### config.mk
export PLATFORM = sky130hd
export DESIGN_NAME = sli_status_lamps
export DESIGN_NICKNAME = d
export VERILOG_FILES = /design/src/inc/sli_pkg.sv /design/src/hw/sli_status_lamps.sv
export SDC_FILE = /design/constraint.sdc
export NUM_CORES = 1
export LEC_CHECK = 0
export ABC_AREA = 1
export BUFFER_PORTS_ARGS = -buffer_cell sky130_fd_sc_hd__buf_2
export CORE_MARGIN = 2
export CORE_UTILIZATION = 64
export DETAILED_ROUTE_END_ITERATION = 8
export GPL_TIMING_DRIVEN = 0
export PLACE_DENSITY = 0.83
export SLEW_MARGIN = 20
export SYNTH_ARGS = -nofsm -noshare
export SYNTH_HDL_FRONTEND = slang
export SYNTH_SLANG_ARGS = --single-unit
### constraint.sdc
create_clock -name ref_clk -period 4.5 [get_ports ref_clk]
set_input_delay 0.675 -clock ref_clk [delete_from_list [all_inputs] [get_ports ref_clk]]
set_output_delay 0.675 -clock ref_clk [all_outputs]
set_load 0.1 [all_outputs]
### src/inc/sli_pkg.sv
// Constants, register map and enumerations for the status lamp indicator
package sli_pkg;

	// --------------------------------------------------------------
	// Timebase
	// --------------------------------------------------------------
	localparam int unsigned CLK_HZ = 40000000;
	localparam int unsigned ONE_SEC_S = 1;
	localparam int unsigned SEC_CYCLES = CLK_HZ * ONE_SEC_S;
	localparam int unsigned HOLD_S = 2;
	localparam int unsigned PAIR_PERIOD_S = 2;
	localparam int unsigned PAIR_LAMP_S = 60;
	localparam int unsigned PEND_TIMEOUT_S = 20;
	localparam int unsigned FAIL_HOLD_S = 1;
	localparam int unsigned TRIPLE_FLASHES = 3;

	// Tick divider: 16 sub-ticks per second drive all patterns
	localparam int unsigned SUB_PER_SEC = 16;
	localparam logic [3:0] SUB_LAST = 4'hf;
	localparam logic [3:0] SUB_HALF = 4'h8;
	localparam logic [3:0] SUB_MOSTLY_OFF = 4'he;
	localparam logic [3:0] SUB_SHORT_ON = 4'h2;

	// --------------------------------------------------------------
	// Register map (byte addresses)
	// --------------------------------------------------------------
	localparam logic [7:0] CTRL_OFS = 8'h00;
	localparam logic [7:0] COND_OFS = 8'h04;
	localparam logic [7:0] EVENT_OFS = 8'h08;
	localparam logic [7:0] STATUS_OFS = 8'h0c;

	// CTRL bits
	localparam int CTRL_USB = 0;
	localparam int CTRL_AUTHREQ = 1;
	localparam int CTRL_CONNLAMP = 2;
	localparam int CTRL_WIRELESS = 3;
	// COND bits
	localparam int COND_CHARGING = 0;
	localparam int COND_AUTHOK = 1;
	localparam int COND_AUTHFAIL = 2;
	localparam int COND_TAMPER = 3;
	localparam int COND_FWUPD = 4;
	localparam int COND_LOWBATT = 5;
	localparam int COND_PENDING = 6;
	localparam int COND_CONNECTED = 7;
	localparam int COND_PAIRING = 8;
	// EVENT bits (write-one pulses)
	localparam int EV_DECODE_OK = 0;
	localparam int EV_DECODE_BAD = 1;
	localparam int EV_SEND_FAIL = 2;
	localparam int EV_SWIPE = 3;

	localparam logic [1:0] RESP_OKAY = 2'h0;
	localparam logic [1:0] RESP_SLVERR = 2'h2;

	// Lamp colour codes
	typedef enum logic [3:0] {
		COL_OFF = 4'h1,
		COL_GREEN = 4'h2,
		COL_AMBER = 4'h4,
		COL_RED = 4'h8
	} sli_col_t;

	typedef enum logic [2:0] {
		BTN_IDLE = 3'h1,
		BTN_FLASH = 3'h2,
		BTN_WAITREL = 3'h4
	} sli_btn_t;

endpackage

### src/hw/sli_status_lamps.sv
// Status lamp indicator with AXI4-Lite control
`timescale 1ns/1ps

module sli_status_lamps #(
	parameter int unsigned SEC_CYCLES = sli_pkg::SEC_CYCLES
) (
	input wire logic ref_clk,
	input wire logic rstn,
	input wire logic buttonN,
	input wire logic [7:0] s_axi_awaddr,
	input wire logic s_axi_awvalid,
	output logic s_axi_awready,
	input wire logic [31:0] s_axi_wdata,
	input wire logic [3:0] s_axi_wstrb,
	input wire logic s_axi_wvalid,
	output logic s_axi_wready,
	output logic [1:0] s_axi_bresp,
	output logic s_axi_bvalid,
	input wire logic s_axi_bready,
	input wire logic [7:0] s_axi_araddr,
	input wire logic s_axi_arvalid,
	output logic s_axi_arready,
	output logic [31:0] s_axi_rdata,
	output logic [1:0] s_axi_rresp,
	output logic s_axi_rvalid,
	input wire logic s_axi_rready,
	output logic greenOn,
	output logic amberOn,
	output logic redOn,
	output logic blueOn,
	output logic pairRequest
);

	localparam int unsigned SUB_CYCLES = SEC_CYCLES / sli_pkg::SUB_PER_SEC;

	// ------------------------------------------------------------
	// Register bus
	// ------------------------------------------------------------
	logic [3:0] ctrl_r;
	logic [8:0] cond_r;
	logic [3:0] evPulse;
	logic [7:0] awAddr_r;
	logic awHave_r, wHave_r;
	logic [31:0] wData_r;
	logic [3:0] wStrb_r;
	logic doWrite;
	logic [31:0] status;

	assign doWrite = awHave_r && wHave_r && !s_axi_bvalid;

	always_ff @(posedge ref_clk or negedge rstn)
	begin
		if (!rstn)
		begin
			awHave_r <= 1'b0;
			wHave_r <= 1'b0;
			awAddr_r <= 8'h00;
			wData_r <= 32'h0;
			wStrb_r <= 4'h0;
			s_axi_awready <= 1'b0;
			s_axi_wready <= 1'b0;
			s_axi_bvalid <= 1'b0;
			s_axi_bresp <= sli_pkg::RESP_OKAY;
		end
		else
		begin
			s_axi_awready <= !awHave_r && !s_axi_awready && s_axi_awvalid;
			s_axi_wready <= !wHave_r && !s_axi_wready && s_axi_wvalid;
			if (s_axi_awvalid && s_axi_awready)
			begin
				awHave_r <= 1'b1;
				awAddr_r <= s_axi_awaddr;
			end
			if (s_axi_wvalid && s_axi_wready)
			begin
				wHave_r <= 1'b1;
				wData_r <= s_axi_wdata;
				wStrb_r <= s_axi_wstrb;
			end
			if (doWrite)
			begin
				awHave_r <= 1'b0;
				wHave_r <= 1'b0;
				s_axi_bvalid <= 1'b1;
				s_axi_bresp <= (awAddr_r[7:2] <= sli_pkg::EVENT_OFS[7:2]) ?
					sli_pkg::RESP_OKAY : sli_pkg::RESP_SLVERR;
			end
			else if (s_axi_bready)
				s_axi_bvalid <= 1'b0;
		end
	end

	always_ff @(posedge ref_clk or negedge rstn)
	begin
		if (!rstn)
		begin
			ctrl_r <= 4'h0;
			cond_r <= 9'h000;
			evPulse <= 4'h0;
		end
		else
		begin
			evPulse <= 4'h0;
			if (doWrite && wStrb_r[0])
			begin
				unique case (awAddr_r)
					sli_pkg::CTRL_OFS: ctrl_r <= wData_r[3:0];
					sli_pkg::COND_OFS: cond_r <= wData_r[8:0];
					sli_pkg::EVENT_OFS: evPulse <= wData_r[3:0];
					default: ;
				endcase
			end
			if (doWrite && wStrb_r[1] && awAddr_r == sli_pkg::COND_OFS)
				cond_r[8] <= wData_r[8];
		end
	end

	always_ff @(posedge ref_clk or negedge rstn)
	begin
		if (!rstn)
		begin
			s_axi_arready <= 1'b0;
			s_axi_rvalid <= 1'b0;
			s_axi_rdata <= 32'h0;
			s_axi_rresp <= sli_pkg::RESP_OKAY;
		end
		else
		begin
			s_axi_arready <= !s_axi_rvalid && !s_axi_arready && s_axi_arvalid;
			if (s_axi_arvalid && s_axi_arready)
			begin
				s_axi_rvalid <= 1'b1;
				s_axi_rresp <= sli_pkg::RESP_OKAY;
				unique case (s_axi_araddr)
					sli_pkg::CTRL_OFS: s_axi_rdata <= {28'h0, ctrl_r};
					sli_pkg::COND_OFS: s_axi_rdata <= {23'h0, cond_r};
					sli_pkg::EVENT_OFS: s_axi_rdata <= 32'h0;
					sli_pkg::STATUS_OFS: s_axi_rdata <= status;
					default:
					begin
						s_axi_rdata <= 32'h0;
						s_axi_rresp <= sli_pkg::RESP_SLVERR;
					end
				endcase
			end
			else if (s_axi_rready)
				s_axi_rvalid <= 1'b0;
		end
	end

	// ------------------------------------------------------------
	// Timebase
	// ------------------------------------------------------------
	logic [31:0] div_r;
	logic [3:0] sub_r;
	logic subTick, secTick;

	assign subTick = div_r == 32'(SUB_CYCLES - 1);
	assign secTick = subTick && sub_r == sli_pkg::SUB_LAST;

	always_ff @(posedge ref_clk or negedge rstn)
	begin
		if (!rstn)
		begin
			div_r <= 32'h0;
			sub_r <= 4'h0;
		end
		else
		begin
			div_r <= subTick ? 32'h0 : div_r + 32'h1;
			if (subTick)
				sub_r <= sub_r + 4'h1;
		end
	end

	// ------------------------------------------------------------
	// Button synchroniser and hold timing
	// ------------------------------------------------------------
	logic [2:0] btnSync_r;
	logic pressed_r;
	sli_pkg::sli_btn_t btn_r;
	logic [7:0] holdSec_r;
	logic [5:0] flashSub_r;

	always_ff @(posedge ref_clk or negedge rstn)
	begin
		if (!rstn)
		begin
			btnSync_r <= 3'h7;
			pressed_r <= 1'b0;
		end
		else
		begin
			btnSync_r <= {btnSync_r[1:0], buttonN};
			if (btnSync_r[2] == btnSync_r[1])
				pressed_r <= !btnSync_r[2];
		end
	end

	always_ff @(posedge ref_clk or negedge rstn)
	begin
		if (!rstn)
		begin
			btn_r <= sli_pkg::BTN_IDLE;
			holdSec_r <= 8'h0;
			flashSub_r <= 6'h0;
			pairRequest <= 1'b0;
		end
		else
		begin
			pairRequest <= 1'b0;
			unique case (btn_r)
				sli_pkg::BTN_IDLE:
				begin
					// Counted in sub-ticks so a press can qualify up to one sub-tick early
					if (!pressed_r)
						holdSec_r <= 8'h0;
					else if (subTick)
						holdSec_r <= holdSec_r + 8'h1;
					if (pressed_r && holdSec_r == 8'(sli_pkg::HOLD_S * sli_pkg::SUB_PER_SEC))
					begin
						btn_r <= sli_pkg::BTN_FLASH;
						flashSub_r <= 6'h0;
					end
				end
				sli_pkg::BTN_FLASH:
				begin
					if (subTick)
						flashSub_r <= flashSub_r + 6'h1;
					if (subTick && flashSub_r == 6'(sli_pkg::TRIPLE_FLASHES * 4 - 1))
						btn_r <= sli_pkg::BTN_WAITREL;
				end
				sli_pkg::BTN_WAITREL:
				begin
					if (!pressed_r)
					begin
						btn_r <= sli_pkg::BTN_IDLE;
						holdSec_r <= 8'h0;
						pairRequest <= 1'b1;
					end
				end
				default: btn_r <= sli_pkg::BTN_IDLE;
			endcase
		end
	end

	// ------------------------------------------------------------
	// Result pulses, pending and pairing timers
	// ------------------------------------------------------------
	sli_pkg::sli_col_t pulseCol_r;
	logic [31:0] pulseSub_r;
	logic [4:0] lowCnt_r;
	logic [5:0] pendSec_r;
	logic [6:0] pairSec_r;
	logic [1:0] pairPhase_r;
	logic usb, pending, pairing;

	assign usb = ctrl_r[sli_pkg::CTRL_USB];
	assign pending = cond_r[sli_pkg::COND_PENDING];
	assign pairing = cond_r[sli_pkg::COND_PAIRING];

	always_ff @(posedge ref_clk or negedge rstn)
	begin
		if (!rstn)
		begin
			pulseCol_r <= sli_pkg::COL_OFF;
			pulseSub_r <= 32'h0;
			lowCnt_r <= 5'h0;
		end
		else
		begin
			// Counted in cycles so the pulse is exactly one second long
			if (pulseSub_r != 32'h0)
				pulseSub_r <= pulseSub_r - 32'h1;
			if (lowCnt_r != 5'h0 && subTick)
				lowCnt_r <= lowCnt_r - 5'h1;
			// New results restart the one-second pulse; latest wins
			if (evPulse[sli_pkg::EV_SWIPE] && !usb && cond_r[sli_pkg::COND_LOWBATT])
				lowCnt_r <= 5'(sli_pkg::SUB_PER_SEC);
			if (evPulse[sli_pkg::EV_DECODE_OK])
			begin
				pulseCol_r <= sli_pkg::COL_GREEN;
				pulseSub_r <= 32'(SEC_CYCLES);
			end
			if (evPulse[sli_pkg::EV_DECODE_BAD])
			begin
				pulseCol_r <= sli_pkg::COL_RED;
				pulseSub_r <= 32'(SEC_CYCLES);
			end
			if (evPulse[sli_pkg::EV_SEND_FAIL] && ctrl_r[sli_pkg::CTRL_WIRELESS])
			begin
				pulseCol_r <= sli_pkg::COL_AMBER;
				pulseSub_r <= 32'(SEC_CYCLES * sli_pkg::FAIL_HOLD_S);
			end
		end
	end

	always_ff @(posedge ref_clk or negedge rstn)
	begin
		if (!rstn)
		begin
			pendSec_r <= 6'h0;
			pairSec_r <= 7'h0;
			pairPhase_r <= 2'h0;
		end
		else
		begin
			// Timeout restarts whenever new data becomes pending
			if (!pending || cond_r[sli_pkg::COND_CONNECTED])
				pendSec_r <= 6'h0;
			else if (secTick && pendSec_r != 6'(sli_pkg::PEND_TIMEOUT_S))
				pendSec_r <= pendSec_r + 6'h1;
			if (!pairing)
			begin
				pairSec_r <= 7'h0;
				pairPhase_r <= 2'h0;
			end
			else if (secTick)
			begin
				pairPhase_r <= (pairPhase_r == 2'(sli_pkg::PAIR_PERIOD_S - 1)) ?
					2'h0 : pairPhase_r + 2'h1;
				if (pairSec_r != 7'(sli_pkg::PAIR_LAMP_S))
					pairSec_r <= pairSec_r + 7'h1;
			end
		end
	end

	// ------------------------------------------------------------
	// Lamp selection
	// ------------------------------------------------------------
	sli_pkg::sli_col_t genCol;
	logic slowBlink, rapid, mostly, shortFlash, blue;

	assign slowBlink = sub_r < sli_pkg::SUB_HALF;
	assign rapid = sub_r[0];
	assign mostly = sub_r < sli_pkg::SUB_MOSTLY_OFF;
	assign shortFlash = pairPhase_r == 2'h0 && sub_r < sli_pkg::SUB_SHORT_ON;

	always_comb
	begin
		genCol = sli_pkg::COL_OFF;
		if (cond_r[sli_pkg::COND_TAMPER])
			genCol = sli_pkg::COL_AMBER;
		else if (cond_r[sli_pkg::COND_FWUPD])
			genCol = sli_pkg::COL_RED;
		else if (pulseSub_r != 32'h0)
			genCol = pulseCol_r;
		else if (lowCnt_r != 5'h0)
			genCol = rapid ? sli_pkg::COL_RED : sli_pkg::COL_OFF;
		else if (ctrl_r[sli_pkg::CTRL_WIRELESS] && pending
			&& !cond_r[sli_pkg::COND_CONNECTED]
			&& pendSec_r != 6'(sli_pkg::PEND_TIMEOUT_S))
			genCol = rapid ? sli_pkg::COL_GREEN : sli_pkg::COL_OFF;
		else if (usb && ctrl_r[sli_pkg::CTRL_AUTHREQ] && cond_r[sli_pkg::COND_AUTHFAIL])
			genCol = sli_pkg::COL_RED;
		else if (usb && ctrl_r[sli_pkg::CTRL_AUTHREQ] && cond_r[sli_pkg::COND_AUTHOK])
			genCol = slowBlink ? sli_pkg::COL_GREEN : sli_pkg::COL_OFF;
		else if (usb && ctrl_r[sli_pkg::CTRL_AUTHREQ])
			genCol = sli_pkg::COL_GREEN;
		else if (usb && cond_r[sli_pkg::COND_CHARGING])
			genCol = mostly ? sli_pkg::COL_GREEN : sli_pkg::COL_OFF;
		else if (usb)
			genCol = sli_pkg::COL_GREEN;
	end

	always_comb
	begin
		blue = 1'b0;
		if (btn_r == sli_pkg::BTN_FLASH)
			blue = flashSub_r[1];
		else if (pressed_r)
			blue = 1'b1;
		else if (pairing && (usb || pairSec_r != 7'(sli_pkg::PAIR_LAMP_S)))
			blue = shortFlash;
		else if (ctrl_r[sli_pkg::CTRL_CONNLAMP] && cond_r[sli_pkg::COND_CONNECTED])
			blue = 1'b1;
	end

	assign status = {24'h0, pairRequest, btn_r == sli_pkg::BTN_FLASH, pressed_r,
		blueOn, redOn, amberOn, greenOn, pulseSub_r != 32'h0};

	always_ff @(posedge ref_clk or negedge rstn)
	begin
		if (!rstn)
		begin
			greenOn <= 1'b0;
			amberOn <= 1'b0;
			redOn <= 1'b0;
			blueOn <= 1'b0;
		end
		else
		begin
			greenOn <= genCol == sli_pkg::COL_GREEN;
			amberOn <= genCol == sli_pkg::COL_AMBER;
			redOn <= genCol == sli_pkg::COL_RED;
			blueOn <= blue;
		end
	end

endmodule // sli_status_lamps

==> results of run 1 <==
## power groups by stage
stage	Clock [mW]	Combinational [mW]	Sequential, mW
2_1_floorplan	0	0.839	2.24
3_3_place_gp	0	1.23	2.11
3_5_place_dp	0	1.28	2.12
4_1_cts	1.56	1.29	2.10
5_1_grt	1.61	1.45	2.14
6_report	1.55	1.29	2.10
## layout make-up
cell class | count | area (sq um) | area share [%]
sequential | 172 | 4310 | 40.5
multi-input combinational | 870 | 4290 | 40.3
inverter | 164 | 616 | 5.78
clock buffer | 19 | 433 | 4.06
timing repair buffer | 56 | 313 | 2.94
buffer | 38 | 277 | 2.60
tap | 184 | 230 | 2.16
clock inverter | 13 | 179 | 1.68
## cell usage after synthesis (3+ instances only)
cell | count | share of area, %
sky130_fd_sc_hd__a21oi_1 | 17 | 0.90
sky130_fd_sc_hd__a31oi_1 | 4 | 0.27
sky130_fd_sc_hd__buf_4 | 25 | 2.0
sky130_fd_sc_hd__buf_6 | 5 | 0.60
sky130_fd_sc_hd__clkbuf_1 | 6 | 0.24
sky130_fd_sc_hd__clkinv_1 | 3 | 0.12
sky130_fd_sc_hd__dfrtp_1 | 167 | 44
sky130_fd_sc_hd__dfstp_2 | 5 | 1.4
sky130_fd_sc_hd__ha_1 | 12 | 1.6
sky130_fd_sc_hd__inv_1 | 156 | 6.2
sky130_fd_sc_hd__inv_2 | 5 | 0.20
sky130_fd_sc_hd__nand2_1 | 316 | 13
sky130_fd_sc_hd__nand2_2 | 9 | 0.60
sky130_fd_sc_hd__nand2_4 | 3 | 0.36
sky130_fd_sc_hd__nand3_1 | 99 | 5.3
sky130_fd_sc_hd__nand3_2 | 4 | 0.43
sky130_fd_sc_hd__nand3b_1 | 9 | 0.72
sky130_fd_sc_hd__nand4_1 | 27 | 1.8
sky130_fd_sc_hd__nor2_1 | 148 | 5.9
sky130_fd_sc_hd__nor2_2 | 5 | 0.33
sky130_fd_sc_hd__nor2_4 | 4 | 0.48
sky130_fd_sc_hd__nor3_1 | 40 | 2.1
sky130_fd_sc_hd__nor3b_1 | 6 | 0.48
sky130_fd_sc_hd__nor4_1 | 8 | 0.53
sky130_fd_sc_hd__o211ai_1 | 6 | 0.48
sky130_fd_sc_hd__o21ai_0 | 48 | 2.6
sky130_fd_sc_hd__o21ai_2 | 13 | 1.2
sky130_fd_sc_hd__or2_2 | 4 | 0.27
sky130_fd_sc_hd__xnor2_1 | 8 | 0.75
sky130_fd_sc_hd__xor2_1 | 32 | 3.0
## per-layer routing
layer,vias to the layer above,share of wire (%)
met2,213,48
met4,0,2.4
met1,3776,45
met5,-,0
met3,37,4.6
li1,4043,-
## state kept, by name, indices dropped and copies added (netlist names), 2 cells and up
signal       flops
s_axi_rdata      9
wStrb_r          2
lowCnt_r         5
pendSec_r        6
awAddr_r         8
pulseSub_r      32
btnSync_r        3
evPulse          4
pulseCol_r       4
pairPhase_r      2
cond_r           9
pairSec_r        7
div_r           32
flashSub_r       6
ctrl_r           4
holdSec_r        8
wData_r          9
sub_r            4
btn_r            3
## per-stage QoR
stage	power (mW)	area (sq um)	hold slack (ns)
final	4.94	10700	0.190
after detailed placement	3.40	10000	0.347
after global routing	5.21	10700	0.243
after CTS	4.95	10700	0.208
after floorplan	3.08	9500	0.345
after global placement	3.34	10000	0.346
## cell families (layout without fill, tap and decap cells)
group / Yosys count / in the layout / share of synthesized area [%]
DFF: 172 / 172 / 45.8
AOI/OAI and AO/OA: 101 / 101 / 6.44
buffers and inverters: 202 / 290 / 9.49
and+or+nand+nor: 692 / 692 / 32.9
xor gates and xnor gates: 40 / 40 / 3.72
other: 1 / 25 / 0.0399
adders and majority gates: 12 / 12 / 1.60
## worst max-delay path by stage
stage	startpoint	endpoint	slack (ns)	cells past startpoint
after global routing	div_r[0]$_DFF_PN0_	div_r[26]$_DFF_PN0_	2.22	8
final	div_r[0]$_DFF_PN0_	div_r[26]$_DFF_PN0_	2.42	8
after global placement	rstn	holdSec_r[5]$_DFFE_PN0P_	0.10	1
after floorplan	s_axi_bvalid$_DFFE_PN0P_	cond_r[0]$_DFFE_PN0P_	2.46	8
after CTS	div_r[0]$_DFF_PN0_	div_r[26]$_DFF_PN0_	2.48	8
after detailed placement	s_axi_araddr[1]	s_axi_rdata[0]$_DFFE_PN0P_	2.44	8
==> impl_results.rst, run 1 <==
.. list-table::
   :header-rows: 1

   * - Metric
     - Value
   * - Run status
     - finished clean
   * - Classification of the worst-slack hold path
     - in2async
   * - Fraction of met2 tracks used by global routing
     - 44.4%
   * - Worst reg-to-reg path cell count
     - 8
   * - Max-Slew Margin vs Limit
     - 54.1%
   * - Sw Ratio
     - 37.2%
   * - Initial antenna violation count
     - 0
   * - Core area
     - 0.0144 sq mm
   * - Final Hold Violating Endpoints
     - 0
   * - Standard cell with the maximum stage delay on the critical path
     - sky130_fd_sc_hd__nor4_1
   * - Arrival time at the worst endpoint
     - 2.41 ns
   * - Number of setup violations in the final report
     - 0
   * - Post-detailed-placement half-perimeter wirelength
     - 14700 um
   * - Final-report max-slew violation count
     - 0
   * - Cell family with most CP delay
     - simple AND/OR/NAND/NOR gates
   * - Wire length of the first global-routing pass
     - 35300 um
   * - Die Footprint
     - 0.0157 sq mm
   * - Post-route insts no fill
     - 1516
   * - Warning count from the yosys run
     - 0
   * - Net switching power
     - 1.84 mW
   * - Post-cts hold buffer count
     - 0
   * - Final wirelength
     - 20400 um
   * - Worst slack, placed
     - 2.44 ns
   * - Count of buffers added by post-CTS timing repair for setup
     - 0
   * - Global-route track usage on met3
     - 4.19%
   * - Number of buffer cells added on primary ports
     - 55
   * - Crit path launch type
     - register
   * - # diodes
     - 0
   * - Number of placement rows
     - 44
   * - Clock tree root buffer cell
     - sky130_fd_sc_hd__clkbuf_16
   * - Effective utilization at floorplan
     - 65.2%
   * - Reg-to-reg endpoint
     - div_r[26]$_DFF_PN0_
   * - Register bit total from synthesis
     - 172
   * - Logic pwr share
     - 26.1%
   * - Leading cell types in the layout, fill and taps excluded
     - 316 x sky130_fd_sc_hd__nand2_1, 167 x sky130_fd_sc_hd__dfrtp_1, 156 x sky130_fd_sc_hd__inv_1
   * - Overflow left after global routing
     - 0
   * - Lkg Pwr
     - 5.39 nW
   * - Routed Antenna Nets
     - 0
   * - Worst-case clock buffer depth
     - 2
   * - Via count
     - 8069
   * - Ratio of cells with drive above 1 in the final layout
     - 13.2%
   * - DIE HEIGHT
     - 125 um
   * - Kind of critical path
     - reg2reg
   * - Cell Count Post-Placement
     - 1484
   * - Routed len/inst
     - 13.4 um
   * - Worst Clk Skew
     - 0.00956 ns
   * - Cell Pwr Density
     - 464 mW/mm^2
   * - 1st-iter DRT viols
     - 689
   * - Insertion delay to the later sink of the worst-skew pair
     - 0.44 ns
   * - Timing-limited maximum frequency
     - 0.480 GHz
   * - Clk network pwr share
     - 31.4%
   * - 1st-pass router iterations
     - 5
   * - GP Congestion
     - 0.935
   * - Total Neg Setup Slack
     - 0 ns
   * - Unrepaired setup endpoints after global routing
     - no
   * - Min setup slack post-route
     - 2.42 ns
   * - Global-route met1 utilization
     - 37.5%
   * - Cell area after synthesis
     - 0.00941 sq mm
   * - Number of nets in the finished design
     - 1391
   * - Core utilization of the finished layout
     - 73.8%
   * - Routed via count divided by cell count
     - 5.32
   * - CTS tree
     - yes
   * - Syn Inst Count
     - 1220
   * - Count of clock tree sinks
     - 172
   * - Critical Path, Cell by Cell
     - ha_1 -> nand2_2 -> nor2_4 -> nand2_1 -> nor4_1 -> nand2_1 -> xor2_1 -> inv_1
   * - Area Growth Syn to Fin
     - 13.2%
   * - Worst path bufs/invs
     - 1
   * - Number of synthesized flops with an enable pin
     - 0
   * - Share of synthesized area occupied by flip-flops and latches
     - 45.8%
   * - Final Critical Period
     - 2.08 ns
   * - Num CTS Buffers
     - 17
   * - Most frequent standard cell in the layout excluding fill and tap cells
     - sky130_fd_sc_hd__nand2_1
   * - Dominant synthesized flop cell
     - sky130_fd_sc_hd__dfrtp_1
   * - Die boundary width
     - 125 um
   * - Fill cell count
     - 1133
   * - CTS H-Tree Depth
     - 4
   * - Busiest metal layer after global routing
     - met2
   * - Peak fanout along the critical path
     - 5
   * - Count of maximum capacitance violations
     - 0
   * - Vias in the first global route
     - 7738
   * - Post-synth ARST share
     - 100%
   * - Top cell by count, worst path
     - sky130_fd_sc_hd__nand2_1
   * - Number of different library cells in the post-synthesis netlist
     - 49
   * - Worst-case vdd ir drop
     - 373 uV
   * - I/O Pins
     - 106
   * - Post-CTS sizing
     - 0
   * - Global-route usage over all layers
     - 27.4%
   * - Critical Path RT
     - 4.82 ns
   * - Maximum number of pins on one net before global-route repair
     - 101
   * - Worst-Margin Slew
     - 0.682 ns
   * - Detailed-route DRC error count
     - 0
   * - Critical R2R Launch
     - div_r[0]$_DFF_PN0_
   * - Synthesized area divided by synthesized cell count
     - 7.71 sq um
   * - Setup slack on the worst flop-to-flop path
     - 2.42 ns
   * - Max stage delay on crit path
     - 0.51 ns
   * - Flop pwr share
     - 42.5%
   * - Clock transition at path regs
     - 0.06 ns
   * - Ratio of final minimum period to clock period
     - 46.3%
   * - Kind of end point of the critical path
     - register
   * - P_int
     - 3.10 mW
Note: power is estimated with default switching activity, not from simulation.
==> run 2: changes to the inputs <==
Settings changed: CORE_UTILIZATION 64 to 59, PLACE_DENSITY 0.83 to 0.77.
Clock period 4.5 ns to 2.1 ns, I/O delays scaled along.
==> run 2 against run 1 <==
  * Clock skew is 0.0060 ns higher
  * Total power is 110% higher
  * Wire length is 1.9% lower
  * Sequential cell count stayed put
  * Critical endpoint is now pulseSub_r[2]$_DFFE_PN0P_
  * Largest power group unchanged
  * Clock power is 110% higher
  * Clock-buffer cell count is 1 lower
==> impl_results.rst, run 2 (synthesis gave the netlist of run 1 again) <==
.. list-table::
   :header-rows: 1

   * - Metric
     - Value
   * - Run status
     - finished clean (unchanged)
   * - Final-report max-slew violation count
     - 0 (unchanged)
   * - Leading cell types in the layout, fill and taps excluded
     - 316 x sky130_fd_sc_hd__nand2_1, 167 x sky130_fd_sc_hd__dfrtp_1, 156 x sky130_fd_sc_hd__inv_1 (unchanged)
   * - Final Critical Period
     - 1.96 ns (was 2.08 ns)
   * - Via count
     - 7945 (was 8069)
   * - Ratio of cells with drive above 1 in the final layout
     - 13.8% (was 13.2%)
   * - Largest regs
     - div_r x32, pulseSub_r x32 (unchanged)
   * - Net switching power
     - 3.94 mW (was 1.84 mW)
   * - Routed Antenna Nets
     - 0 (unchanged)
   * - Routed via count divided by cell count
     - 5.12 (was 5.32)
   * - Worst-case clock buffer depth
     - 2 (unchanged)
   * - Routed len/inst
     - 12.9 um (was 13.4 um)
   * - Sw Ratio
     - 37.6% (was 37.2%)
   * - DP Area
     - 0.0101 sq mm (was 0.0100 sq mm)
   * - Critical Path, Cell by Cell
     - inv_1 -> ha_2 -> inv_2 -> nor2_2 -> nand2_1 -> nor2_2 -> nand3_2 -> nor2_4 -> buf_4 -> o21ai_0 -> o211ai_1 -> inv_1 (was ha_1 -> nand2_2 -> nor2_4 -> nand2_1 -> nor4_1 -> nand2_1 -> xor2_1 -> inv_1)
   * - 1st-pass router iterations
     - 7 (was 5)
   * - Clock tree root buffer cell
     - sky130_fd_sc_hd__clkbuf_16 (unchanged)
   * - Classification of the worst-slack hold path
     - in2reg (was in2async)
   * - Total Neg Setup Slack
     - 0 ns (unchanged)
   * - Num CTS Buffers
     - 17 (unchanged)
   * - Detailed-route DRC error count
     - 0 (unchanged)
   * - Logic pwr share
     - 26.1% (about the same)
   * - Overflow left after global routing
     - 0 (unchanged)
   * - Flop pwr share
     - 42.9% (was 42.5%)
   * - Fin area
     - 0.0107 sq mm (about the same)
   * - Min setup slack post-route
     - 0.144 ns (was 2.42 ns)
   * - 1st-iter DRT viols
     - 579 (was 689)
   * - CTS H-Tree Depth
     - 4 (unchanged)
   * - Worst-case vdd ir drop
     - 826 uV (was 373 uV)
   * - Global-route usage over all layers
     - 25.6% (was 27.4%)
   * - Unrepaired setup endpoints after global routing
     - yes (was no)
   * - Area occupied by multi-input gates
     - 0.00432 sq mm (was 0.00429 sq mm)
   * - Number of buffer cells added on primary ports
     - 55 (unchanged)
   * - Wire length of the first global-routing pass
     - 34400 um (was 35300 um)
   * - Count of clock tree sinks
     - 172 (unchanged)
   * - Core area
     - 0.0157 sq mm (was 0.0144 sq mm)
   * - Kind of critical path
     - reg2reg (unchanged)
   * - Post-route insts no fill
     - 1552 (was 1516)
   * - Cell Count Post-Placement
     - 1516 (was 1484)
   * - Clock transition at path regs
     - 0.08 ns (was 0.06 ns)
   * - Final wirelength
     - 20000 um (was 20400 um)
   * - DIE HEIGHT
     - 130 um (was 125 um)
   * - Arrival time at the worst endpoint
     - 2.28 ns (was 2.41 ns)
   * - Max stage delay on crit path
     - 0.39 ns (was 0.51 ns)
   * - Fill cell count
     - 1328 (was 1133)
   * - Vias in the first global route
     - 7436 (was 7738)
   * - Initial antenna violation count
     - 0 (unchanged)
   * - Area Growth Syn to Fin
     - 14.2% (was 13.2%)
   * - Worst Clk Skew
     - 0.0155 ns (was 0.00956 ns)
   * - Number of nets in the finished design
     - 1395 (was 1391)
   * - Insertion delay to the later sink of the worst-skew pair
     - 0.44 ns (about the same)
   * - Die boundary width
     - 130 um (was 125 um)
   * - # diodes
     - 0 (unchanged)
   * - Die Footprint
     - 0.0170 sq mm (was 0.0157 sq mm)
   * - Post-detailed-placement half-perimeter wirelength
     - 14500 um (was 14700 um)
   * - Number of placement rows
     - 46 (was 44)
   * - Most frequent standard cell in the layout excluding fill and tap cells
     - sky130_fd_sc_hd__nand2_1 (unchanged)
   * - Setup slack on the worst flop-to-flop path
     - 0.14 ns (was 2.42 ns)
   * - Sequential standard cell area
     - 0.00431 sq mm (unchanged)
   * - Count of maximum capacitance violations
     - 0 (unchanged)
   * - Timing-limited maximum frequency
     - 0.511 GHz (was 0.480 GHz)
   * - Effective utilization at floorplan
     - 59.9% (was 65.2%)
   * - Core utilization of the finished layout
     - 68.4% (was 73.8%)
   * - Number of setup violations in the final report
     - 0 (unchanged)
   * - Clk network pwr share
     - 31.0% (was 31.4%)
   * - GP Congestion
     - 0.898 (was 0.935)
   * - Kind of end point of the critical path
     - register (unchanged)
   * - Peak fanout along the critical path
     - 6 (was 5)
   * - Standard cell with the maximum stage delay on the critical path
     - sky130_fd_sc_hd__dfrtp_1 (was sky130_fd_sc_hd__nor4_1)
   * - Maximum number of pins on one net before global-route repair
     - 101 (unchanged)
   * - Ratio of final minimum period to clock period
     - 93.1% (was 46.3%)
   * - P_int
     - 6.54 mW (was 3.10 mW)
   * - Worst-Margin Slew
     - 0.625 ns (was 0.682 ns)
   * - CTS tree
     - yes (unchanged)
   * - Cell Pwr Density
     - 976 mW/mm^2 (was 464 mW/mm^2)
   * - I/O Pins
     - 106 (unchanged)
   * - Lkg Pwr
     - 5.40 nW (was 5.39 nW)
   * - Crit path launch type
     - register (unchanged)
   * - Critical Path RT
     - 2.42 ns (was 4.82 ns)
   * - Final Hold Violating Endpoints
     - 0 (unchanged)
   * - Worst slack, placed
     - 0.102 ns (was 2.44 ns)
   * - Max-Slew Margin vs Limit
     - 58.0% (was 54.1%)
[run 2: cell count changes in the layout (fill, tap and decap cells not counted), sizes merged]
cell,change
buf,+2
bufinv,-1
clkbuf,-1
clkinvlp,+1
dlygate4sd3,+2
inv,+1
[run 2: power groups by stage]
stage | Combinational (mW) | Sequential, mW | Clock, mW
floorplan | 1.80 | 4.81 | 0
global placement | 2.64 | 4.53 | 0
detailed placement | 2.72 | 4.54 | 0
CTS | 2.73 | 4.49 | 3.29
global route | 3.12 | 4.59 | 3.41
finish | 2.73 | 4.50 | 3.25
[run 2: layout make-up]
type,count,area share (%)
repair buffers,60,3.24
flip-flops and latches,172,40.1
plain buffers,38,2.57
well taps,216,2.52
clock buffers,18,4.00
clock inverters,14,1.60
inverters,164,5.73
multi-input cells,870,40.2
[run 2: repair_timing]
action                                  in CTS  in global routing
hold endpoints to repair                    71                  0
setup buffers                                0                  2
endpoints found under the setup margin       0                 13
hold buffers                                 2                  0
gates resized for setup                      0                  8
[run 2: worst paths after layout]
kind,end,start,depth (start not counted)
setup reg to reg,pulseSub_r[2]$_DFFE_PN0P_,pulseSub_r[0]$_DFFE_PN0P_,12
setup / recovery,pulseSub_r[2]$_DFFE_PN0P_,pulseSub_r[0]$_DFFE_PN0P_,12
max in group asynchronous,btnSync_r[1]$_DFF_PN1_,rstn,3
min in group asynchronous,div_r[23]$_DFF_PN0_,rstn,2
hold / removal,s_axi_rvalid$_DFFE_PN0P_,s_axi_rready,2
hold reg to reg,btnSync_r[1]$_DFF_PN1_,btnSync_r[0]$_DFF_PN1_,0
[run 2: critical path: cells and delay by family, from the launching register on]
kind                     cells  cell delay [ns]
AND/OR/NAND/NOR              5             0.70
flip-flops                   1             0.39
buffers and inverters        4             0.37
adder cells (fa/ha/maj)      1             0.21
AO/OA/AOI/OAI                2             0.16
[run 2: stage by stage]
stage | power [mW] | hold slack [ns]
after global placement | 7.17 | 0.347
after global routing | 11.1 | 0.0514
after CTS | 10.5 | 0.0388
final | 10.5 | 0.0447
after detailed placement | 7.26 | 0.318
after floorplan | 6.61 | 0.0194
[run 2: per-layer routing]
layer / GRT usage (%) / vias to the layer above / routed length, um
met5: 0 / - / 0
met4: 7.97 / 0 / 321
met3: 5.33 / 24 / 790
met2: 41.3 / 143 / 9440
met1: 35.2 / 3715 / 9440
li1: - / 4063 / -
